[src/hdl/dsr_pkg.sv]
// Constants and types shared by the dual serial register decoder.
package dsr_pkg;
	// Widths and counts.
	localparam int unsigned ADDR_W = 12;
	localparam int unsigned DATA_W = 8;
	localparam int unsigned FIFO_DEPTH = 4;
	localparam int unsigned NUM_CH = 2;
	localparam int unsigned NUM_SHARED = 10;
	localparam int unsigned NUM_DMA = 4;
	// Regions, selected by the address bits above the 256-byte window.
	localparam logic [3:0] RGN_PREF = 4'h0;
	localparam logic [3:0] RGN_LEGACY = 4'h1;
	localparam logic [3:0] RGN_DMA_BASE = 4'h2;
	// Per-channel offsets, index 0 is channel A and index 1 is channel B.
	localparam logic [1:0][7:0] OFF_PREF_CMD = {8'h00, 8'h20};
	localparam logic [1:0][7:0] OFF_PREF_DATA = {8'h10, 8'h30};
	localparam logic [1:0][7:0] OFF_PREF_EXT = {8'h40, 8'h50};
	localparam logic [1:0][7:0] OFF_LEG_CMD = {8'h00, 8'h02};
	localparam logic [1:0][7:0] OFF_LEG_DATA = {8'h04, 8'h06};
	localparam logic [1:0][7:0] OFF_LEG_EXT = {8'h08, 8'h0A};
	// Shared slots: recovery, start A, start B, detect, timer, match 1-3, match detect, mask.
	localparam logic [9:0][7:0] OFF_SHARED = {8'hE0, 8'hD0, 8'hC0, 8'hB0, 8'hA0,
		8'h90, 8'h80, 8'h70, 8'h70, 8'h60};
	// Offsets inside each descriptor DMA region.
	localparam logic [7:0] DMA_OFF_CTRL = 8'h00;
	localparam logic [7:0] DMA_OFF_COUNT = 8'h10;
	localparam logic [7:0] DMA_OFF_LEVEL = 8'h20;
	localparam int unsigned DMA_CTRL_EN_BIT = 0;
	// Indirect register pointers behind each command register.
	localparam logic [1:0] IND_CTRL = 2'h0;
	localparam logic [1:0] IND_MODE = 2'h1;
	localparam logic [1:0] IND_STATUS = 2'h2;
	localparam int unsigned MODE_CLK_EXT_BIT = 0;
	// Status bit positions.
	localparam int unsigned ST_RX_AVAIL = 0;
	localparam int unsigned ST_TX_ROOM = 1;
	localparam int unsigned ST_EXT_CLK = 2;
	localparam int unsigned ST_TX_EMPTY = 3;
	// Reset value of every storage byte.
	localparam logic [7:0] RST_BYTE = 8'h00;

	typedef enum logic {
		PH_INDEX = 1'b0,
		PH_VALUE = 1'b1
	} dsr_phase_t;

	typedef struct packed {
		logic [ADDR_W-1:0] addr;
		logic [DATA_W-1:0] wdata;
		logic wr;
		logic rd;
	} dsr_bus_req_t;

	typedef struct packed {
		logic [DATA_W-1:0] ctrl;
		logic [DATA_W-1:0] mode;
		logic [DATA_W-1:0] ext;
	} dsr_chan_cfg_t;
endpackage

[src/hdl/dsr_fifo.sv]
// Small first-in first-out buffer with valid and ready on both sides.
`timescale 1ns/100ps
`default_nettype none
module dsr_fifo #(
	parameter int unsigned WIDTH = 8,
	parameter int unsigned DEPTH = 4
) (
	// Clock and reset.
	input wire logic clk_i,
	input wire logic sys_rst_i,
	// Filling side.
	input wire logic in_valid_i,
	output logic in_ready_o,
	input wire logic [WIDTH-1:0] in_data_i,
	// Draining side.
	output logic out_valid_o,
	input wire logic out_ready_i,
	output logic [WIDTH-1:0] out_data_o,
	// Fill level.
	output logic [$clog2(DEPTH+1)-1:0] level_o
);
	localparam int unsigned PW = $clog2(DEPTH);
	localparam int unsigned CW = $clog2(DEPTH + 1);

	typedef struct packed {
		logic [DEPTH-1:0][WIDTH-1:0] mem;
		logic [PW-1:0] wptr;
		logic [PW-1:0] rptr;
		logic [CW-1:0] cnt;
	} dsr_fifo_state_t;

	dsr_fifo_state_t st_q;
	dsr_fifo_state_t st_d;
	logic push;
	logic pop;

	assign in_ready_o = (st_q.cnt != CW'(DEPTH));
	assign out_valid_o = (st_q.cnt != '0);
	assign out_data_o = st_q.mem[st_q.rptr];
	assign level_o = st_q.cnt;
	assign push = in_valid_i && in_ready_o;
	assign pop = out_valid_o && out_ready_i;

	always_comb begin
		st_d = st_q;
		if (push) begin
			st_d.mem[st_q.wptr] = in_data_i;
			st_d.wptr = PW'(st_q.wptr + 1'b1);
		end
		if (pop) begin
			st_d.rptr = PW'(st_q.rptr + 1'b1);
		end
		if (push && !pop) begin
			st_d.cnt = CW'(st_q.cnt + 1'b1);
		end else if (pop && !push) begin
			st_d.cnt = CW'(st_q.cnt - 1'b1);
		end
	end

	always_ff @(posedge clk_i or posedge sys_rst_i) begin
		if (sys_rst_i) begin
			st_q <= '0;
		end else begin
			st_q <= st_d;
		end
	end
endmodule // dsr_fifo
`default_nettype wire

[src/hdl/dsr_decoder.sv]
// Register decoder and data path of the dual serial channel controller.
`timescale 1ns/100ps
`default_nettype none
module dsr_decoder (
	// Clock and reset.
	input wire logic clk_i,
	input wire logic sys_rst_i,
	// Register port.
	input wire dsr_pkg::dsr_bus_req_t bus_req_i,
	output logic [7:0] reg_rdata_o,
	// Serial engine transmit streams.
	output logic [1:0] ser_tx_valid_o,
	input wire logic [1:0] ser_tx_ready_i,
	output logic [1:0][7:0] ser_tx_data_o,
	// Serial engine receive streams.
	input wire logic [1:0] ser_rx_valid_i,
	output logic [1:0] ser_rx_ready_o,
	input wire logic [1:0][7:0] ser_rx_data_i,
	// Descriptor DMA transmit streams.
	input wire logic [1:0] dma_tx_valid_i,
	output logic [1:0] dma_tx_ready_o,
	input wire logic [1:0][7:0] dma_tx_data_i,
	// Descriptor DMA receive streams.
	output logic [1:0] dma_rx_valid_o,
	input wire logic [1:0] dma_rx_ready_i,
	output logic [1:0][7:0] dma_rx_data_o,
	// Serial clock source.
	input wire logic [1:0] external_serial_clock_pin_i,
	output logic [1:0] clk_src_ext_o,
	// Configuration towards the serial engine and the net assist logic.
	output dsr_pkg::dsr_chan_cfg_t [1:0] chan_cfg_o,
	output logic [9:0][7:0] shared_regs_o
);
	localparam int unsigned LW = $clog2(dsr_pkg::FIFO_DEPTH + 1);

	typedef struct packed {
		dsr_pkg::dsr_phase_t [1:0] phase;
		logic [1:0][1:0] ptr;
		dsr_pkg::dsr_chan_cfg_t [1:0] cfg;
		logic [9:0][7:0] shared;
		logic [3:0] dma_en;
		logic [3:0][7:0] dma_cnt;
		logic [1:0][2:0] sync;
		logic [1:0] ext_lvl;
		logic [7:0] rdata;
	} dsr_state_t;

	dsr_state_t st_q;
	dsr_state_t st_d;

	// Decode results.
	logic [3:0] region;
	logic [7:0] off;
	logic in_window;
	logic [1:0] hit_cmd;
	logic [1:0] hit_data;
	logic [1:0] hit_ext;
	logic [9:0] hit_sh;
	logic [3:0] hit_dctl;
	logic [3:0] hit_dcnt;
	logic [3:0] hit_dlvl;
	logic [1:0] wr_data;
	logic [1:0] rd_data;
	logic [1:0][7:0] status;

	// FIFO signals; index 2*ch is transmit, 2*ch+1 is receive.
	logic [3:0] fin_valid;
	logic [3:0] fin_ready;
	logic [3:0][7:0] fin_data;
	logic [3:0] fout_valid;
	logic [3:0] fout_ready;
	logic [3:0][7:0] fout_data;
	logic [3:0][LW-1:0] flevel;
	logic [3:0] dma_xfer;

	// Address decode.
	always_comb begin
		region = bus_req_i.addr[11:8];
		off = bus_req_i.addr[7:0];
		in_window = (region == dsr_pkg::RGN_PREF) || (region == dsr_pkg::RGN_LEGACY);
		for (int ch = 0; ch < 2; ch++) begin
			if (region == dsr_pkg::RGN_PREF) begin
				hit_cmd[ch] = (off == dsr_pkg::OFF_PREF_CMD[ch]);
				hit_data[ch] = (off == dsr_pkg::OFF_PREF_DATA[ch]);
				hit_ext[ch] = (off == dsr_pkg::OFF_PREF_EXT[ch]);
			end else if (region == dsr_pkg::RGN_LEGACY) begin
				hit_cmd[ch] = (off == dsr_pkg::OFF_LEG_CMD[ch]);
				hit_data[ch] = (off == dsr_pkg::OFF_LEG_DATA[ch]);
				hit_ext[ch] = (off == dsr_pkg::OFF_LEG_EXT[ch]);
			end else begin
				hit_cmd[ch] = 1'b0;
				hit_data[ch] = 1'b0;
				hit_ext[ch] = 1'b0;
			end
		end
		for (int s = 0; s < 10; s++) begin
			hit_sh[s] = in_window && (off == dsr_pkg::OFF_SHARED[s]);
		end
		for (int d = 0; d < 4; d++) begin
			hit_dctl[d] = (region == 4'(dsr_pkg::RGN_DMA_BASE + d)) &&
				(off == dsr_pkg::DMA_OFF_CTRL);
			hit_dcnt[d] = (region == 4'(dsr_pkg::RGN_DMA_BASE + d)) &&
				(off == dsr_pkg::DMA_OFF_COUNT);
			hit_dlvl[d] = (region == 4'(dsr_pkg::RGN_DMA_BASE + d)) &&
				(off == dsr_pkg::DMA_OFF_LEVEL);
		end
	end

	// Per-channel data path with transmit and receive buffers.
	generate
		for (genvar ch = 0; ch < 2; ch++) begin : g_chan
			assign wr_data[ch] = bus_req_i.wr && hit_data[ch];
			assign rd_data[ch] = bus_req_i.rd && hit_data[ch];

			// Software writes take the buffer ahead of the DMA engine.
			assign fin_valid[2*ch] = wr_data[ch] || (dma_tx_valid_i[ch] && st_q.dma_en[2*ch]);
			assign fin_data[2*ch] = wr_data[ch] ? bus_req_i.wdata : dma_tx_data_i[ch];
			assign dma_tx_ready_o[ch] = fin_ready[2*ch] && st_q.dma_en[2*ch] && !wr_data[ch];
			assign fout_ready[2*ch] = ser_tx_ready_i[ch];
			assign ser_tx_valid_o[ch] = fout_valid[2*ch];
			assign ser_tx_data_o[ch] = fout_data[2*ch];

			// Software reads take the buffer ahead of the DMA engine.
			assign fin_valid[2*ch+1] = ser_rx_valid_i[ch];
			assign fin_data[2*ch+1] = ser_rx_data_i[ch];
			assign ser_rx_ready_o[ch] = fin_ready[2*ch+1];
			assign dma_rx_valid_o[ch] = fout_valid[2*ch+1] && st_q.dma_en[2*ch+1] &&
				!rd_data[ch];
			assign dma_rx_data_o[ch] = fout_data[2*ch+1];
			assign fout_ready[2*ch+1] = rd_data[ch] ||
				(dma_rx_ready_i[ch] && st_q.dma_en[2*ch+1]);

			assign dma_xfer[2*ch] = dma_tx_valid_i[ch] && dma_tx_ready_o[ch];
			assign dma_xfer[2*ch+1] = dma_rx_valid_o[ch] && dma_rx_ready_i[ch];

			// Status seen through the command register.
			always_comb begin
				status[ch] = '0;
				status[ch][dsr_pkg::ST_RX_AVAIL] = fout_valid[2*ch+1];
				status[ch][dsr_pkg::ST_TX_ROOM] = fin_ready[2*ch];
				status[ch][dsr_pkg::ST_EXT_CLK] = st_q.ext_lvl[ch];
				status[ch][dsr_pkg::ST_TX_EMPTY] = !fout_valid[2*ch];
			end

			for (genvar dir = 0; dir < 2; dir++) begin : g_dir
				dsr_fifo #(
					.WIDTH(dsr_pkg::DATA_W),
					.DEPTH(dsr_pkg::FIFO_DEPTH)
				) u_fifo (
					.clk_i(clk_i),
					.sys_rst_i(sys_rst_i),
					.in_valid_i(fin_valid[2*ch+dir]),
					.in_ready_o(fin_ready[2*ch+dir]),
					.in_data_i(fin_data[2*ch+dir]),
					.out_valid_o(fout_valid[2*ch+dir]),
					.out_ready_i(fout_ready[2*ch+dir]),
					.out_data_o(fout_data[2*ch+dir]),
					.level_o(flevel[2*ch+dir])
				);
			end
		end
	endgenerate

	// Next-state logic for every register of the block.
	always_comb begin
		st_d = st_q;
		st_d.rdata = '0;
		for (int ch = 0; ch < 2; ch++) begin
			// External clock pin: three stages, a change counts once the last two agree.
			st_d.sync[ch] = {st_q.sync[ch][1:0], external_serial_clock_pin_i[ch]};
			if (st_q.sync[ch][1] == st_q.sync[ch][2]) begin
				st_d.ext_lvl[ch] = st_q.sync[ch][2];
			end
			// Command register: first write picks the pointer, the second writes the value.
			if (bus_req_i.wr && hit_cmd[ch]) begin
				case (st_q.phase[ch])
					dsr_pkg::PH_INDEX: begin
						st_d.ptr[ch] = bus_req_i.wdata[1:0];
						st_d.phase[ch] = dsr_pkg::PH_VALUE;
					end
					dsr_pkg::PH_VALUE: begin
						if (st_q.ptr[ch] == dsr_pkg::IND_CTRL) begin
							st_d.cfg[ch].ctrl = bus_req_i.wdata;
						end else if (st_q.ptr[ch] == dsr_pkg::IND_MODE) begin
							st_d.cfg[ch].mode = bus_req_i.wdata;
						end
						st_d.phase[ch] = dsr_pkg::PH_INDEX;
					end
					default: begin
						st_d.phase[ch] = dsr_pkg::PH_INDEX;
					end
				endcase
			end
			// A read returns the pointed register and rearms the pointer.
			if (bus_req_i.rd && hit_cmd[ch]) begin
				if (st_q.ptr[ch] == dsr_pkg::IND_CTRL) begin
					st_d.rdata = st_q.cfg[ch].ctrl;
				end else if (st_q.ptr[ch] == dsr_pkg::IND_MODE) begin
					st_d.rdata = st_q.cfg[ch].mode;
				end else if (st_q.ptr[ch] == dsr_pkg::IND_STATUS) begin
					st_d.rdata = status[ch];
				end
				st_d.ptr[ch] = dsr_pkg::IND_CTRL;
				st_d.phase[ch] = dsr_pkg::PH_INDEX;
			end
			if (bus_req_i.wr && hit_ext[ch]) begin
				st_d.cfg[ch].ext = bus_req_i.wdata;
			end
			if (bus_req_i.rd && hit_ext[ch]) begin
				st_d.rdata = st_q.cfg[ch].ext;
			end
			// Data register read pops the receive buffer; empty reads zero.
			if (rd_data[ch] && fout_valid[2*ch+1]) begin
				st_d.rdata = fout_data[2*ch+1];
			end
		end
		// Shared group; a write at the start offset loads both start slots.
		for (int s = 0; s < 10; s++) begin
			if (bus_req_i.wr && hit_sh[s]) begin
				st_d.shared[s] = bus_req_i.wdata;
			end
		end
		for (int s = 9; s >= 0; s--) begin
			if (bus_req_i.rd && hit_sh[s]) begin
				st_d.rdata = st_q.shared[s];
			end
		end
		// DMA regions: enable, transfer count and buffer level.
		for (int d = 0; d < 4; d++) begin
			if (bus_req_i.wr && hit_dctl[d]) begin
				st_d.dma_en[d] = bus_req_i.wdata[dsr_pkg::DMA_CTRL_EN_BIT];
			end
			if (bus_req_i.rd && hit_dctl[d]) begin
				st_d.rdata = {7'h00, st_q.dma_en[d]};
			end
			// A transfer in the clearing cycle is still counted.
			if (bus_req_i.wr && hit_dcnt[d]) begin
				st_d.dma_cnt[d] = dma_xfer[d] ? 8'h01 : 8'h00;
			end else if (dma_xfer[d]) begin
				st_d.dma_cnt[d] = 8'(st_q.dma_cnt[d] + 1'b1);
			end
			if (bus_req_i.rd && hit_dcnt[d]) begin
				st_d.rdata = st_q.dma_cnt[d];
			end
			if (bus_req_i.rd && hit_dlvl[d]) begin
				st_d.rdata = 8'(flevel[d]);
			end
		end
	end

	always_ff @(posedge clk_i or posedge sys_rst_i) begin
		if (sys_rst_i) begin
			st_q <= '0;
		end else begin
			st_q <= st_d;
		end
	end

	// Registered outputs.
	assign reg_rdata_o = st_q.rdata;
	assign chan_cfg_o = st_q.cfg;
	assign shared_regs_o = st_q.shared;
	assign clk_src_ext_o[0] = st_q.cfg[0].mode[dsr_pkg::MODE_CLK_EXT_BIT];
	assign clk_src_ext_o[1] = st_q.cfg[1].mode[dsr_pkg::MODE_CLK_EXT_BIT];
endmodule // dsr_decoder
`default_nettype wire

[config.mk]
export PLATFORM = sky130hd
export DESIGN_NAME = dsr_decoder
export DESIGN_NICKNAME = d
export VERILOG_FILES = /design/src/hdl/dsr_pkg.sv /design/src/hdl/dsr_fifo.sv /design/src/hdl/dsr_decoder.sv
export SDC_FILE = /design/constraint.sdc
export NUM_CORES = 1
export LEC_CHECK = 0
export BUFFER_PORTS_ARGS = -buffer_cell sky130_fd_sc_hd__buf_4
export CAP_MARGIN = 40
export CORE_ASPECT_RATIO = 1.1
export CORE_MARGIN = 5
export CORE_UTILIZATION = 35
export CTS_BUF_LIST = sky130_fd_sc_hd__clkbuf_8
export DETAILED_ROUTE_END_ITERATION = 8
export HOLD_SLACK_MARGIN = 0.12
export PLACE_DENSITY_LB_ADDON = 0.05
export SLEW_MARGIN = 5
export SYNTH_ARGS = -nofsm -noshare
export SYNTH_HDL_FRONTEND = slang
export SYNTH_SLANG_ARGS = --single-unit
[constraint.sdc]
create_clock -name clk_i -period 16.96 [get_ports clk_i]
set_input_delay 1.696 -clock clk_i [delete_from_list [all_inputs] [get_ports clk_i]]
set_output_delay 1.696 -clock clk_i [all_outputs]
set_load 0.03 [all_outputs]
==> results.sh, run 1 <==
export IMPL_status="finished clean"
export IMPL_drtAntennaViolNets=0
export IMPL_cts_resized=0
export IMPL_drc=0
export IMPL_finalCriticalPeriod_ps=5499
export IMPL_place_area_um2=19160
export IMPL_post_drt_wl_per_cell_um=25.13
export IMPL_final_common_cell="dfrtp_1"
export IMPL_grt_max_degree=142
export IMPL_path_common_cell="buf_4"
export IMPL_ir_drop_v=0.00007632
export IMPL_rsz0062_at_grt="false"
export IMPL_vias_per_cell=5.342
export IMPL_criticalPathCategory="input pin to output port"
export IMPL_synth_seq_cells=334
export IMPL_cts_buffers_inserted=61
export IMPL_leakagePower_nw=9.515
export IMPL_rows=86
export IMPL_hp_class="flop to flop"
export IMPL_synth_edf_count=0
export IMPL_synth_cells=1597
export IMPL_arrival_ps=3800
export IMPL_yosysWarnings=0
export IMPL_whs_path_depth=0
export IMPL_critPathBufInv=2
export IMPL_pin_count=244
export IMPL_fin_setup_tns_ps=0
export IMPL_synth_flop_cell="dfrtp_1"
export IMPL_cts_hold_buf=0
export IMPL_cp_end_kind="output port"
export IMPL_reg2reg_to="reg_rdata_o[3]$_DFF_PP0_"
export IMPL_path_cells="buf_4, nor4_4, nand4_1, a21o_1, and3b_1, buf_4"
export IMPL_wl_um=60730
export IMPL_p_per_area_nw_per_um2=110.7
export IMPL_regToRegSetupSlack_ps=14020
export IMPL_synthesis_nets=1691
export IMPL_max_freq_mhz=181.8
export IMPL_max_cap_viol_count=0
export IMPL_fin_skew_ps=14.77
export IMPL_drive_gt1_share_pct=34.11
export IMPL_cts_sinks=334
export IMPL_cts_tree="built"
export IMPL_fp_dieArea_um2=55240
export IMPL_core_um2=50140
export IMPL_period_share_pct=32.43
export IMPL_reg2reg_depth=7
export IMPL_worstMarginPinSlew_ps=887.8
export IMPL_setup_violations=0
export IMPL_num_vias=12910
export IMPL_r2r_start="g_chan[0].g_dir[1].u_fifo.st_q[3]$_DFFE_PP0P_"
export IMPL_area_growth_pct=14.95
export IMPL_grt_first_pass_wirelength_um=90870
export IMPL_initial_core_util_pct=35.34
export IMPL_path_delay_family="simple AND/OR/NAND/NOR gates"
export IMPL_min_from="st_d[11]$_DFF_PP0_"
export IMPL_clk_pin_slew_ps=60
export IMPL_path_max_fanout=16
export IMPL_slew_headroom_pct=40.37
export IMPL_grt_pass1_vias=13380
export IMPL_crit_required_ps=15260
export IMPL_overflow=0
export IMPL_dp_hpwl_um=43620
export IMPL_cts_root_buf="clkbuf_8"
export IMPL_first_pass_iters=5
export IMPL_cts_max_path_buffers=3
export IMPL_synth_distinct_cells=85
export IMPL_ys_async_sr_fraction_pct=100.0
export IMPL_die_h_um=246.0
export IMPL_hold_violations=0
export IMPL_layout_common_cells="dfrtp_1, buf_4, mux2_2"
export IMPL_fin_area_um2=20370
export IMPL_clock_latency_ps=650
export IMPL_seq_area_frac_synth_pct=47.16
export IMPL_grt_usage_pct=21.74
export IMPL_syn_avg_cell_area_um2=11.10
export IMPL_drv_slew=0
export IMPL_antenna_found_initial=5
export IMPL_gp_congestion=0.8933
export IMPL_critPathLaunchType="input pin"
export IMPL_hold_end="st_d[12]$_DFF_PP0_"
export IMPL_die_width_um=224.6
export IMPL_final_nets=1803
export IMPL_syn_area_um2=17720
export IMPL_port_buffers=243
export IMPL_first_iter_violations=860
export IMPL_post_cts_buffers=0
export IMPL_worst_path_largest_cell_delay_ps=800
export IMPL_cts_max_level=2
export IMPL_slowest_stage="nor4_4"
==> cells by family (layout without fill, tap and decap cells) <==
| family | count (synthesis) | count (layout) | share of synthesized area, % |
|---|---|---|---|
| xor+xnor | 51 | 51 | 2.520 |
| simple gates | 423 | 423 | 11.68 |
| other cells | 0 | 3 | 0 |
| mux | 261 | 261 | 18.38 |
| buf+inv | 234 | 390 | 8.253 |
| flops | 334 | 334 | 47.16 |
| compound gates | 264 | 264 | 9.743 |
| fa+ha+maj | 30 | 30 | 2.259 |
==> sequential cells by signal, summed over array words and instances, names as in the netlist <==
signal                       count
st_q                            46
shared_regs_o                   72
chan_cfg_o                      48
reg_rdata_o                      8
st_d                             4
g_chan.g_dir.u_fifo.st_q       144
g_chan.g_dir.u_fifo.level_o     12
==> cells in the mapped netlist (4+ instances only) <==
cell type,instances,share of area (%)
a211oi_1,6,0.25
a21o_1,8,0.34
a21oi_1,40,1.1
a221oi_1,7,0.35
a222oi_1,4,0.23
a22oi_1,5,0.21
a31oi_1,11,0.39
a32oi_1,6,0.30
and3_1,10,0.35
buf_1,5,0.11
buf_2,20,0.56
buf_4,143,6.1
clkbuf_1,37,0.78
dfrtp_1,334,47
fa_1,4,0.45
ha_1,24,1.7
inv_1,23,0.49
mux2_2,193,12
mux2i_1,34,1.9
mux4_2,32,4.1
nand2_1,169,3.6
nand2b_1,5,0.18
nand3_1,32,0.90
nand4_1,29,1.0
nor2_1,86,1.8
nor2b_1,14,0.49
nor3_1,21,0.59
nor3_2,7,0.40
nor3b_1,8,0.34
nor4_1,4,0.14
nor4b_1,4,0.20
o211ai_1,4,0.17
o21ai_0,100,2.8
o221ai_1,6,0.30
o22ai_1,17,0.60
o31ai_1,7,0.30
or3_1,12,0.42
xnor2_1,22,1.1
xor2_1,29,1.4
==> power breakdown <==
part           switching [W]  internal [W]  leakage, nW  total [W]
registers           0.000106      0.000908         4.43    0.00101
logic               0.000250      0.000223         4.38   0.000474
clock network       0.000350      0.000417        0.706   0.000766
total               0.000706       0.00155         9.51    0.00225
==> metrics by stage <==
step | util (%) | std cells | power [W] | hold slack, ps | setup slack, ps
floorplan | - | 1597 | 0.001333 | 331.2 | 6011
CTS | 40.61 | 2413 | 0.002297 | 349.7 | 11470
global route | 40.62 | 2414 | 0.002378 | 354.9 | 11350
finish | 40.63 | 2416 | 0.002254 | 347.7 | 11460
detailed placement | 38.22 | 2306 | 0.001513 | 335.8 | 11480
global placement | 38.05 | 2299 | 0.001499 | 333.4 | 11470
==> metal layers <==
metal  part of all wire (%)  vias up  track usage [%]
met5                  0.016        -                0
met4                    2.0        2            4.854
met3                    5.9       88            4.623
met2                     48      368            35.46
met1                     44     6600            29.97
li1                       -     5848                -
==> worst max path at each step <==
stage | start | endpoint | slack (ps) | depth (start not counted)
after floorplan | sys_rst_i | chan_cfg_o[0]$_DFFE_PP0P_ | 6010 | 1
after global placement | bus_req_i[10] | dma_tx_ready_o[1] | 11470 | 6
after detailed placement | bus_req_i[14] | dma_tx_ready_o[1] | 11480 | 6
after CTS | bus_req_i[14] | dma_tx_ready_o[1] | 11470 | 6
after global routing | bus_req_i[14] | dma_tx_ready_o[1] | 11350 | 6
final | bus_req_i[10] | dma_tx_ready_o[1] | 11460 | 6
==> cell type report <==
type,instances,area (um2)
Timing Repair Buffer,257,1974
Sequential cell,334,8358
Clock buffer,73,1005
Antenna cell,3,7.507
Fill cell,5056,29770
Clock inverter,34,195.2
Inverter,26,105.1
Multi-Input combinational cell,1029,7901
Tap cell,660,825.8
Note: power is estimated with default switching activity, not from simulation.
==> inputs of run 2 (changes only) <==
Settings changed: ABC_AREA set to 1.
Clock period 16.96 ns to 5 ns, I/O delays scaled along.
==> results.sh, run 2 <==
export IMPL_cts_tree="built"
export IMPL_syn_avg_cell_area_um2=8.273
export IMPL_finalCriticalPeriod_ps=3728
export IMPL_synth_common_cells="nand2_1, dfrtp_1, o21ai_0"
export IMPL_die_h_um=245.8
export IMPL_worstMarginPinSlew_ps=1017
export IMPL_period_share_pct=74.56
export IMPL_yosysWarnings=0
export IMPL_synth_edf_count=0
export IMPL_cts_sinks=334
export IMPL_drv_slew=0
export IMPL_criticalPathCategory="flop to flop"
export IMPL_hp_class="input pin to async pin"
export IMPL_synth_largest_area_cell="dfrtp_1"
export IMPL_fill_cells=5146
export IMPL_regArea_um2=8358
export IMPL_pin_count=244
export IMPL_p_total_w=0.01015
export IMPL_synthTopCellsByArea="dfrtp_1, nand2_1, o21ai_0"
export IMPL_reg2reg_depth=17
export IMPL_post_route_util_pct=41.13
export IMPL_seq_area_frac_synth_pct=47.23
export IMPL_multi_input_area_um2=7233
export IMPL_grt_usage_pct=21.67
export IMPL_regMostFlops="g_chan.g_dir.u_fifo.st_q"
export IMPL_status="finished clean"
export IMPL_drc=0
export IMPL_clk_pin_slew_ps=60
export IMPL_final_nets=2366
export IMPL_cp_end_kind="flop"
export IMPL_crit_end="reg_rdata_o[3]$_DFF_PP0_"
export IMPL_leakagePower_nw=9.973
export IMPL_vias_per_cell=5.018
export IMPL_die_width_um=224.4
export IMPL_synthesis_nets=2233
export IMPL_regToRegSetupSlack_ps=1270
export IMPL_synth_top_area_share_pct=47.23
export IMPL_antenna_found_initial=4
export IMPL_arrival_ps=4240
export IMPL_wl_um=60880
export IMPL_diodes=0
export IMPL_first_iter_violations=1083
export IMPL_finalNonFillerCells=2968
export IMPL_layout_common_cells="nand2_1, dfrtp_1, o21ai_0"
export IMPL_synth_distinct_cells=52
export IMPL_drive_gt1_share_pct=19.15
export IMPL_crit_required_ps=5510
export IMPL_post_cts_buffers=0
export IMPL_num_vias=14890
export IMPL_port_buffers=243
export IMPL_max_freq_mhz=268.2
export IMPL_core_um2=50040
export IMPL_initial_core_util_pct=35.37
export IMPL_dp_cells=2856
export IMPL_grt_first_pass_wirelength_um=92650
export IMPL_post_drt_wl_per_cell_um=20.51
export IMPL_rsz0062_at_grt="false"
export IMPL_ir_drop_v=0.0002808
export IMPL_largest_reg_flops=144
export IMPL_yosysMostFrequentCell="nand2_1"
export IMPL_final_common_cell="nand2_1"
export IMPL_slew_headroom_pct=32.23
export IMPL_area_growth_pct=16.30
export IMPL_cts_max_path_buffers=3
export IMPL_reg2reg_to="reg_rdata_o[3]$_DFF_PP0_"
export IMPL_rows=86
export IMPL_synth_cells=2139
export IMPL_synth_seq_cells=334
export IMPL_first_pass_iters=5
export IMPL_critPathLaunchType="flop"
export IMPL_r2r_start="g_chan[0].g_dir[1].u_fifo.st_q[3]$_DFFE_PP0P_"
export IMPL_fin_setup_tns_ps=0
export IMPL_cts_root_buf="clkbuf_8"
export IMPL_hold_violations=0
export IMPL_syn_area_um2=17700
export IMPL_fin_skew_ps=18.89
export IMPL_cts_buffers_inserted=60
export IMPL_ys_async_sr_fraction_pct=100.0
export IMPL_synth_flop_cell="dfrtp_1"
export IMPL_setup_violations=0
export IMPL_p_per_area_nw_per_um2=493.1
export IMPL_gp_congestion=0.8569
export IMPL_grt_max_degree=178
export IMPL_cts_max_level=2
export IMPL_path_max_fanout=18
export IMPL_max_cap_viol_count=0
export IMPL_critPathLaunch="g_chan[0].g_dir[1].u_fifo.st_q[3]$_DFFE_PP0P_"
export IMPL_grt_pass1_vias=15080
export IMPL_fp_dieArea_um2=55160
export IMPL_clock_latency_ps=670
export IMPL_overflow=0
export IMPL_drtAntennaViolNets=0
export IMPL_dp_hpwl_um=44990
## run 2: repair_timing
| item | in CTS | in global routing |
|---|---|---|
| hold buffers | 14 | 0 |
| hold endpoints to repair | 30 | 0 |
| resized for setup | 0 | 0 |
## run 2: cell families after synthesis
group                    share of synthesized area, %
AO/OA/AOI/OAI                                   14.64
XOR/XNOR                                       0.8413
adder cells (fa/ha/maj)                         2.262
buffers and inverters                           11.93
flip-flops                                      47.23
multiplexers                                    4.136
AND/OR/NAND/NOR                                 18.96
## run 2: cell type report
type,instances,area share (%)
clock buffer,71,4.748
clock inverter,27,0.5471
inverter,214,3.927
multi-input combinational,1385,35.14
sequential,334,40.61
tap,660,4.012
timing repair buffer,277,11.01
## run 2: worst min-delay path by stage
stage,startpoint,endpoint,slack (ps)
finish,sys_rst_i,st_d[14]$_DFF_PP0_,130
CTS,ser_rx_data_i[4],g_chan[0].g_dir[1].u_fifo.st_q[11]$_DFFE_PP0P_,120
global route,sys_rst_i,st_d[14]$_DFF_PP0_,170
floorplan,st_d[11]$_DFF_PP0_,st_d[12]$_DFF_PP0_,330
global placement,st_d[11]$_DFF_PP0_,st_d[12]$_DFF_PP0_,340
detailed placement,st_d[11]$_DFF_PP0_,st_d[12]$_DFF_PP0_,330
## run 2: worst max-delay path, stage by stage, from the launching register on
cell	delay [ps]
dfrtp_1	710
inv_1	420
o21ai_0	270
o22ai_1	190
nand2_1	120
nand2_1	50
o21ai_0	240
nand4_1	180
o211ai_1	160
nand3_1	130
o211ai_1	120
nand3_1	130
nand2_1	100
nand2_1	60
o211ai_1	130
nand3_1	150
a22oi_1	270
nand4_1	130
## run 2: per-layer routing
layer	track usage, %	part of all wire (%)	wire (um)
met3	4.214	5.6	3433
met2	35.98	47	28780
met1	28.85	44	27010
met4	6.466	2.7	1654
met5	0	0	0
## run 2: metrics by stage
step           hold WS, ps  instance area, um2  setup slack (ps)
4_1_cts              120.5               20580              1299
2_1_floorplan        331.2               17700             37.38
3_3_place_gp         335.6               19110              1148
3_5_place_dp         334.7               19350              1106
6_report             126.0               20580              1272
5_1_grt              167.2               20580              1015
## run 2: where the power goes
group          switching (W)  internal (W)
combinational        0.00230       0.00135
clock                0.00117       0.00126
sequential          0.000598       0.00347
total                0.00406       0.00608
